<file path="src/rtl/oar_pkg.sv">
// How it works
// RQ1: OR-immediate ORs immediate into accumulator and updates zero.
// RQ2: OR-into-memory writes accumulator OR memory byte back; updates zero.
// RQ3: Subroutine return pops stack into program counter, flags unchanged.
// RQ4: Immediate return pops PC and loads immediate into accumulator.
// RQ5: Return-from-interrupt pops PC and sets global interrupt enable.
// RQ6: Interrupt pending at return-from-interrupt is served first.
// RQ7: Zero flag set when OR result is zero, cleared otherwise; others kept.
package oar_pkg;
  localparam int PC_W    = 13;
  localparam int ADDR_W  = 8;
  localparam int STACK_D = 8;
  localparam logic [PC_W-1:0] IRQ_VECTOR = 13'h0004;
  localparam logic [7:0] ACC_RESET = 8'h00;

  typedef enum logic [2:0] {
    OAR_NOP, OAR_OR_IMM, OAR_OR_MEM, OAR_RET, OAR_RET_IMM, OAR_RETURN_FROM_INTERRUPT_INSTR
  } oar_op_t;

  // One decoded instruction from the fetch stage
  typedef struct packed {
    logic              valid;
    oar_op_t           op;
    logic [7:0]        imm;
    logic [ADDR_W-1:0] addr;
  } oar_instr_t;

  // Data memory write request
  typedef struct packed {
    logic              we;
    logic [ADDR_W-1:0] addr;
    logic [7:0]        data;
  } oar_mem_wr_t;
endpackage

</file>
<file path="src/rtl/oar_core.sv">
`timescale 1ns/1ps
module oar_core
(
  input  wire logic                  clk,
  input  wire logic                  rst,
  input  oar_pkg::oar_instr_t        instr,
  input  wire logic [7:0]            mem_rdata,
  output logic [oar_pkg::ADDR_W-1:0] mem_raddr,
  output oar_pkg::oar_mem_wr_t       mem_wr,
  input  wire logic                  call_valid,
  input  wire logic [oar_pkg::PC_W-1:0] call_ret_pc,
  input  wire logic                  irq_pending,
  input  wire logic                  gie_clear,
  output logic [oar_pkg::PC_W-1:0]   pc,
  output logic                       pc_load,
  output logic [7:0]                 accumulator,
  output logic                       zero_flag,
  output logic                       global_interrupt_enable,
  output logic                       irq_taken
);
  import oar_pkg::*;

  typedef struct packed {
    logic [PC_W-1:0] pc;
    logic            pc_load;
    logic [7:0]      acc;
    logic            z;
    logic            gie;
    logic            irq_taken;
    oar_mem_wr_t     wr;
    logic [2:0]      sp;
  } oar_state_t;

  oar_state_t s;
  oar_state_t next_s;
  logic [PC_W-1:0] stack [STACK_D];
  logic [7:0] or_res;
  logic is_ret;
  logic [2:0] top;

  // Zero test used by both OR forms
  function automatic logic oar_is_zero(input logic [7:0] v);
    return v == 8'h00;
  endfunction

  assign mem_raddr = instr.addr;
  assign top = s.sp - 3'd1;
  assign is_ret = instr.valid && (instr.op == OAR_RET ||
                  instr.op == OAR_RET_IMM || instr.op == OAR_RETURN_FROM_INTERRUPT_INSTR);
  assign or_res = s.acc | ((instr.op == OAR_OR_MEM) ? mem_rdata : instr.imm);

  // Next-state decode
  always_comb begin
    next_s = s;
    next_s.pc_load = 1'b0;
    next_s.irq_taken = 1'b0;
    next_s.wr.we = 1'b0;
    if (gie_clear) begin
      next_s.gie = 1'b0;
    end
    if (call_valid) begin
      next_s.sp = s.sp + 3'd1;
    end
    if (instr.valid) begin
      case (instr.op)
        OAR_OR_IMM: begin
          // RQ1 OR into accumulator
          next_s.acc = or_res;
          // RQ7 zero flag update
          next_s.z = oar_is_zero(or_res);
        end
        OAR_OR_MEM: begin
          // RQ2 OR back to memory
          next_s.wr = '{we: 1'b1, addr: instr.addr, data: or_res};
          // RQ7 zero flag update
          next_s.z = oar_is_zero(or_res);
        end
        OAR_RET: begin
          // RQ3 pop return address
          next_s.pc = stack[top];
          next_s.pc_load = 1'b1;
          next_s.sp = top;
        end
        OAR_RET_IMM: begin
          // RQ4 pop and load immediate
          next_s.pc = stack[top];
          next_s.pc_load = 1'b1;
          next_s.sp = top;
          next_s.acc = instr.imm;
        end
        OAR_RETURN_FROM_INTERRUPT_INSTR: begin
          // RQ5 pop and enable interrupts
          next_s.pc = stack[top];
          next_s.pc_load = 1'b1;
          next_s.sp = top;
          next_s.gie = 1'b1;
          // RQ6 pending interrupt goes first
          if (irq_pending) begin
            next_s.pc = IRQ_VECTOR;
            next_s.gie = 1'b0;
            next_s.irq_taken = 1'b1;
            next_s.sp = s.sp;
          end
        end
        default: begin
          next_s.pc = s.pc;
        end
      endcase
    end
  end

  // State register
  always_ff @(posedge clk) begin
    if (rst) begin
      s <= '0;
      s.acc <= ACC_RESET;
    end else begin
      s <= next_s;
    end
  end

  // Return stack; RETURN_FROM_INTERRUPT_INSTR with pending irq keeps the popped address
  always_ff @(posedge clk) begin
    if (call_valid) begin
      stack[s.sp] <= call_ret_pc;
    end
  end

  assign pc = s.pc;
  assign pc_load = s.pc_load;
  assign accumulator = s.acc;
  assign zero_flag = s.z;
  assign global_interrupt_enable = s.gie;
  assign irq_taken = s.irq_taken;
  assign mem_wr = s.wr;
endmodule

</file>
<file path="config.mk">
export PLATFORM = sky130hd
export DESIGN_NAME = oar_core
export DESIGN_NICKNAME = d
export VERILOG_FILES = /design/src/rtl/oar_pkg.sv /design/src/rtl/oar_core.sv
export SDC_FILE = /design/constraint.sdc
export NUM_CORES = 1
export LEC_CHECK = 0
export BUFFER_PORTS_ARGS = -buffer_cell sky130_fd_sc_hd__buf_2
export CAP_MARGIN = 20
export CORE_MARGIN = 1
export CORE_UTILIZATION = 45
export CTS_CLUSTER_SIZE = 8
export DETAILED_ROUTE_END_ITERATION = 16
export GPL_TIMING_DRIVEN = 0
export HOLD_SLACK_MARGIN = 0.02
export PLACE_DENSITY = 0.78
export SLEW_MARGIN = 15
export SYNTH_ARGS = -nofsm -noshare
export SYNTH_HDL_FRONTEND = slang
export SYNTH_SLANG_ARGS = --single-unit
</file>
<file path="constraint.sdc">
create_clock -name clk -period 2.8 [get_ports clk]
set_input_delay 0.28 -clock clk [delete_from_list [all_inputs] [get_ports clk]]
set_output_delay 0.28 -clock clk [all_outputs]
set_load 0.01 [all_outputs]
</file>
# == Word-level counts from Yosys, hierarchy flattened ==
# Memory sizes are Yosys's and may differ from the RTL's.
# Cells that the tools add are included.
# W data, S select, Z words.
# totals
ramBits,104
reg_bits,45
output_inout_bits,50
latch_bits,0
romBits,0
memories,1
# classes
n_lt_le_gt_ge,0
n_bitwise,3
div_mod_pow,0
n_mux,15
reduce_logical,12
shifts,0
n_eq_ne,6
n_addsub,2
n_mul,0
# mem_list
name,words,word_bits,rd,rd_ports_with_merged_regs,wr,line_no,source
stack,8,13,1,0,1,oar_core.sv:36,logic [PC_W-1:0] stack [STACK_D];
# op_table
operator,n
$pmux W13 S2,1
$mux W22,1
$mux W17,1
$pmux W8 S2,1
$mux W13,1
$logic_not A8 Y1,1
$mux W8,1
$or A8 B8 Y8,1
$reduce_and A2 Y1,4
$eq A3 B2 Y1 const B,2
$eq A3 B3 Y1 const B,2
$mux W3,2
$pmux W3 S2,1
$reduce_or A2 Y1,3
$reduce_or A3 Y1,2
$mux W1,4
$mux W2,2
$reduce_bool A2 Y1,2
$add A3 B1 Y3 const B,1
$eq A3 B1 Y1 const B,1
$ne A3 B3 Y1 const B,1
$sub A3 B1 Y3 const B,1
$not A1 Y1,2

# == Depth between registers and ports, before layout ==
# Gate-level depths: netlist of run 1.
# logic_depth
ltp_word,5
ltp_mapped,9
mapped_depth_nobuf,6

# == Worst setup path before layout of run 1 ==
# No wires, ideal clock.
# synth_path
path_kind,flip-flop to flip-flop
from,register s[0] (netlist bit)
to,"register s, in the netlist pc[10]"
required_ns,2.673
stages_incl_launch_ff,10
synth_period_minus_slack_ns,2.427
setup_slack_ns,0.373
arrival_time_ns,2.300
cell_sequence,dfxtp_1 buf_2 buf_1 inv_1 ha_1 buf_2 buf_1 mux4_2 mux2i_1 o2bb2ai_1
# synth_between
elab_chain_cells,4
# synth_rtl
element,line_no,source
start: declaration,oar_core.sv:34,oar_state_t s;
start signal: assignment,oar_core.sv:118,s <= next_s;
$sub A3 B1 Y3 *,oar_core.sv:47,assign top = s.sp - 3'd1;
$mem_v2 Z8 W13 *,n/a,
$mux W13,oar_core.sv:98,if (irq_pending) begin
$pmux W13 S2 *,oar_core.sv:65,case (instr.op)
# Mark *: on every way between the ends. The rest lies on a longest branch, timed or not.
# A chain may end at the register's enable or synchronous reset.

# == Worst setup path in the final report of run 1 ==
# layout_path
from,register s[0] (netlist bit)
to,"register s, in the netlist pc[6]"
# Same word-level chain as after synthesis.

==> results of run 1 <==
==> per-layer routing <==
layer / vias up / routed length [microns]
li1: 1789 / -
met1: 1977 / 5290
met2: 159 / 7300
met3: 27 / 740
met4: 0 / 253
met5: - / 0
==> sequential cells by signal (all words and copies together), names as in the netlist <==
signal	cells
s	3
zero_flag	1
pc_load	1
stack	104
accumulator	8
irq_taken	1
global_interrupt_enable	1
mem_wr	17
pc	13
==> area by class of cell <==
type | instances | area [sq um] | area share, %
Buffer | 65 | 442 | 5.87
Inverter | 7 | 26.3 | 0.349
Sequential cell | 149 | 4020 | 53.5
Timing Repair Buffer | 96 | 490 | 6.52
Tap cell | 176 | 220 | 2.93
Antenna cell | 1 | 2.50 | 0.0333
Multi-Input combinational cell | 201 | 1740 | 23.1
Clock buffer | 18 | 429 | 5.70
Clock inverter | 14 | 153 | 2.03
==> cell usage in the layout (no fill, tap or decap), types with 3 or more instances in the layout <==
cell type    n
a211oi_1     3
a21oi_1     14
buf_2       99
buf_4       52
clkbuf_1     7
clkbuf_16   17
clkinv_4     3
dfxtp_1     45
edfxtp_1   104
inv_1        7
mux2_2       3
mux2i_1     15
mux4_2      26
nand2_1     24
nand2b_1     6
nor2_1      22
nor2_2       7
nor3_1      14
o21ai_0      7
o2bb2ai_1   12
or4_1        3
==> final timing paths <==
check / from / end / slack (ns)
min: instr[3] / mem_wr[11] / 0.12
max reg2reg: s[0] / pc[6] / 0.06
max: s[0] / pc[6] / 0.06
min reg2reg: mem_wr[12] / mem_wr[12] / 0.46
==> power by group through the flow <==
| stage | combinational, mW | sequential, mW | clock, mW |
|---|---|---|---|
| 3_3_place_gp | 0.639 | 2.52 | 0 |
| 2_1_floorplan | 0.454 | 2.52 | 0 |
| 5_1_grt | 0.731 | 2.49 | 2.34 |
| 3_5_place_dp | 0.681 | 2.53 | 0 |
| 6_report | 0.681 | 2.49 | 2.22 |
| 4_1_cts | 0.684 | 2.48 | 2.24 |
==> kinds of logic (layout without fill, tap and decap cells) <==
family          after synthesis  after routing  synth area share (%)
simple gates                 94             94                  7.54
other cells                   0              1                     0
xor+xnor                      3              3                 0.423
buf+inv                      73            200                  7.56
fa+ha+maj                     2              2                 0.403
flops                       149            149                  64.8
mux                          45             45                  12.6
compound gates               57             57                  6.61
==> tightest hold or removal path, delay by kind of cell <==
kind / cells / cell delay (ns)
compound gates: 1 / 0.05
buf+inv: 1 / 0.11
simple gates: 1 / 0.05
==> per-stage QoR <==
step           util (%)  hold slack (ns)  cells  cell area [sq um]
3_3_place_gp       51.6            0.442    691               6890
5_1_grt            56.4            0.117    726               7520
2_1_floorplan         -            0.379    423               6210
4_1_cts            56.4            0.102    726               7520
6_report           56.4            0.117    727               7530
3_5_place_dp       52.0            0.451    695               6940
==> flow_summary.yaml, run 1 <==
outcome:
  status: "finished clean"
worst_setup_path:
  crit_family: "buffers and inverters"
  start_kind: "register"
  crit_type: "reg -> reg"
  cp.arrival_ns: 3.01
  slowest_delay_ns: 0.47
  cpMostUsedCell: "buf_2"
  crit_chain: "buf_2 > buf_2 > inv_1 > ha_1 > xor2_1 > buf_2 > mux2i_1 > o2bb2ai_1"
  cp-end-kind: "register"
  cp_slowest_cell: "xor2_1"
  critPathBufInv: 4
  ff2ff_path_depth: 8
  crit_fanout: 10
  required_ns: 3.06
  crit_cells: 8
cts:
  cts-root-buf: "clkbuf_16"
  cts_tree: "built"
  clkSinkCount: 149
  cts_buffers: 17
  hold_buffers: 0
  cts_resized: 1
  clkSlewWorstSetupHoldPaths_ns: 0.06
  h-tree-depth: 4
  clk_path_buf_depth: 2
  clock_latency_ns: 0.42
  cts_setup_buffers: 0
logic_synthesis:
  yosysTopAreaCellShare_pct: 50.3
  ys_seq_elements: 149
  synth_area_sq_um: 6210
  synth-main-ff-cell: "edfxtp_1"
  synth_cells: 423
  ys_top_cells_by_count: "edfxtp_1 (104), buf_4 (48), dfxtp_1 (45), nor2_1 (28), mux4_2 (26)"
  synth_top_area_cell: "edfxtp_1"
  synthTopCellsByArea: "edfxtp_1 (50%), dfxtp_1 (15%), mux4_2 (9.4%), buf_4 (5.8%), mux2i_1 (2.4%)"
  yosysWarnings: 0
  ys_types: 52
  synth.most_common_cell: "edfxtp_1"
  ys_seq_area_share_pct: 64.8
  syn_nets: 471
  synth_edf_count: 104
  ys_async_sr_fraction_pct: 0
  synth_area_per_cell_sq_um: 14.7
sta:
  fin_worst_skew_ns: 0.00999
  worst_pin_slew_ns: 0.879
  drv_slew: 0
  maxSlewHeadroom_pct: 41.4
  setup-violations-final: 0
  layout_setup_ws_ns: 0.0582
  hold_viol: 0
  max_clock_freq_ghz: 0.365
  tns_ns: 0
  post-route-period-util_pct: 97.9
  finalCriticalPeriod_ns: 2.74
  grt_setup_unrepaired: "no"
placement:
  gp_congestion: 0.832
  port_buffers: 92
  hpwl_microns: 8920
  dp_slack_ns: -0.447
power_and_ir_drop:
  pwr-share-comb_pct: 12.6
  power_density_nw_per_um2: 716
  p_leak_nw: 2.90
  power.total_mw: 5.39
  swShare_pct: 24.2
  switchingPower_mw: 1.30
  vdd_drop_max_uv: 435
  sequentialPowerShare_pct: 46.1
  clkPwrFrac_pct: 41.2
  p_int_mw: 4.08
global_route:
  grt_use_met1_pct: 23.7
  grt_pass1_vias: 3987
  track_usage_pct: 20.2
  grt.busiest_layer: "met2"
  grt_overflow: 0
  antenna_found_initial: 0
  grt_pass1_wl_microns: 21100
  use_met3_pct: 4.60
  grt_max_degree: 20
  use_met2_pct: 35.5
floorplanning:
  die_y_microns: 119
  rows: 42
  die_x_microns: 119
  initial_core_util_pct: 46.5
  core-area_sq_um: 13300
  die_area_sq_um: 14300
  pin_count: 96
layout:
  area_delta_synth_final_pct: 21.2
  final_layout_size_suffix_gt1_share_pct: 41.3
  n_fill_cell: 1050
  num-nets-final: 585
drt:
  drt_drc_violations_left: 0
  first_pass_iters: 5
  wl_per_cell_microns: 18.7
  vias: 3952
  drtIter0Drc: 400
  vias_per_cell: 5.44
  ant_nets: 0
  wl_microns: 13600
job:
  maxCapViolCount: 0
min_path:
  hold_class: "in -> reg"
  holdPathStages: 3
(Power assumes the default switching activity.)
==> run 2: changes to the inputs <==
clock period = 3.2 ns   (was 2.8 ns; I/O delays follow)
==> run 2 against run 1 <==
  * Wire length increased by 0.51%
  * Sequential share of layout area about the same
  * Combinational power decreased by 12%
  * First-iteration DRC count decreased by 1.0%
  * Final cell count stayed put
  * Sequential power decreased by 13%
  * Critical path type unchanged
  * Register-to-register slack improved by 0.23 ns
  * Clock power is 12% lower
  * Core utilization is essentially flat
  * Clock skew shrank 0.00058 ns
==> flow_summary.yaml, run 2 (synthesis results as in run 1) <==
sta:
  finalCriticalPeriod_ns: 2.91
  max_clock_freq_ghz: 0.343
  worst_pin_slew_ns: 0.917
  hold_viol: 0
  grt_setup_unrepaired: "no"
  setup-violations-final: 0
  drv_slew: 0
  post-route-period-util_pct: 91.0
  fin_worst_skew_ns: 0.00941
  maxSlewHeadroom_pct: 38.8
  layout_setup_ws_ns: 0.287
  holdWs_ns: 0.156
worst_setup_path:
  cp.arrival_ns: 3.18
  cp_slowest_cell: "buf_1"
  crit_family: "buffers and inverters"
  cpMostUsedCell: "buf_2"
  crit_fanout: 14
  critPathBufInv: 4
  crit_cells: 8
  required_ns: 3.47
  start_kind: "register"
  crit_chain: "buf_2 > inv_1 > ha_1 > buf_2 > buf_1 > mux4_2 > mux2i_1 > o2bb2ai_1"
  cp-end-kind: "register"
  slowest_delay_ns: 0.50
  ff2ff_path_depth: 8
  crit_type: "reg -> reg"
layout:
  final_layout_size_suffix_gt1_share_pct: 40.9
  layout_commonest_cell: "edfxtp_1"
  largest_reg_flops: 104
  stdcell_count: 727
  area_delta_synth_final_pct: 21.2
  num-nets-final: 585
  top_register: "stack"
  final_cell_mix: "edfxtp_1 (104), buf_2 (98), buf_4 (52), dfxtp_1 (45), mux4_2 (26)"
floorplanning:
  die_area_sq_um: 14300
  die_x_microns: 119
  die_y_microns: 119
  rows: 42
  initial_core_util_pct: 46.5
  pin_count: 96
  core-area_sq_um: 13300
global_route:
  antenna_found_initial: 0
  grt_pass1_wl_microns: 21100
  grt_pass1_vias: 3968
  grt_overflow: 0
  grt_max_degree: 17
  track_usage_pct: 20.3
cts:
  clk_path_buf_depth: 2
  cts_tree: "built"
  clock_latency_ns: 0.42
  cts-root-buf: "clkbuf_16"
  clkSinkCount: 149
  cts_buffers: 17
  cts_resized: 0
  h-tree-depth: 4
  clkSlewWorstSetupHoldPaths_ns: 0.06
drt:
  vias: 3943
  drtIter0Drc: 396
  drt_drc_violations_left: 0
  wl_per_cell_microns: 18.8
  ant_nets: 0
  vias_per_cell: 5.42
  first_pass_iters: 5
  wl_microns: 13700
power_and_ir_drop:
  power_density_nw_per_um2: 627
  vdd_drop_max_uv: 392
  p_leak_nw: 2.89
  power.total_mw: 4.72
placement:
  placed_cells: 695
  hpwl_microns: 8920
  port_buffers: 92
  dp_slack_ns: -0.0470
  gp_congestion: 0.832
min_path:
  holdPathStages: 3
  hold_class: "in -> reg"
outcome:
  status: "finished clean"
job:
  maxCapViolCount: 0
## run 2: cell counts in the layout (fill, tap and decap cells not counted)
No cell type changed its count.
## run 2: routing by layer
metal	routed length, microns	GRT usage (%)	share of wire (%)
met5	0	0	0
met4	313	7.81	2.3
met3	936	4.41	6.9
met2	7220	35.6	53
met1	5180	24.1	38
## run 2: layout make-up
| cell class | count | area [sq um] |
|---|---|---|
| Fill cell | 1049 | 5820 |
| Sequential cell | 149 | 4020 |
| Multi-Input combinational cell | 201 | 1740 |
| Timing Repair Buffer | 96 | 490 |
| Buffer | 65 | 439 |
| Clock buffer | 18 | 429 |
| Tap cell | 176 | 220 |
| Clock inverter | 14 | 153 |
| Inverter | 7 | 26.3 |
| Antenna cell | 1 | 2.50 |
## run 2: worst register-to-register path, stage by stage (launching register included)
cell and delay (ns):
dfxtp_1 0.33, buf_2 0.35, inv_1 0.17, ha_1 0.35
buf_2 0.32, buf_1 0.51, mux4_2 0.41, mux2i_1 0.20
o2bb2ai_1 0.11
## run 2: worst paths after layout
check,start,endpoint,slack [ns]
worst max-delay path,s[0],pc[6],0.29
worst min-delay path,instr[3],mem_wr[11],0.16
worst max register to register,s[0],pc[6],0.29
worst min register to register,mem_wr[12],mem_wr[12],0.46
## run 2: per-stage QoR
stage / TNS (ns) / area (sq um) / util, %
3_3_place_gp: 0 / 6890 / 51.6
5_1_grt: 0 / 7520 / 56.3
3_5_place_dp: -0.178 / 6940 / 52.0
4_1_cts: 0 / 7520 / 56.3
2_1_floorplan: 0 / 6210 / -
6_report: 0 / 7520 / 56.4
## run 2: timing repair
| item | CTS | global route |
|---|---|---|
| buffers inserted | 0 | 0 |
| endpoints found under the setup margin | 7 | 0 |
| hold buffers | 0 | 0 |
## run 2: where the power goes
group	internal, mW	total [mW]	switching (mW)
Combinational	0.273	0.599	0.326
Sequential	2.14	2.17	0.0314
Clock	1.16	1.95	0.789
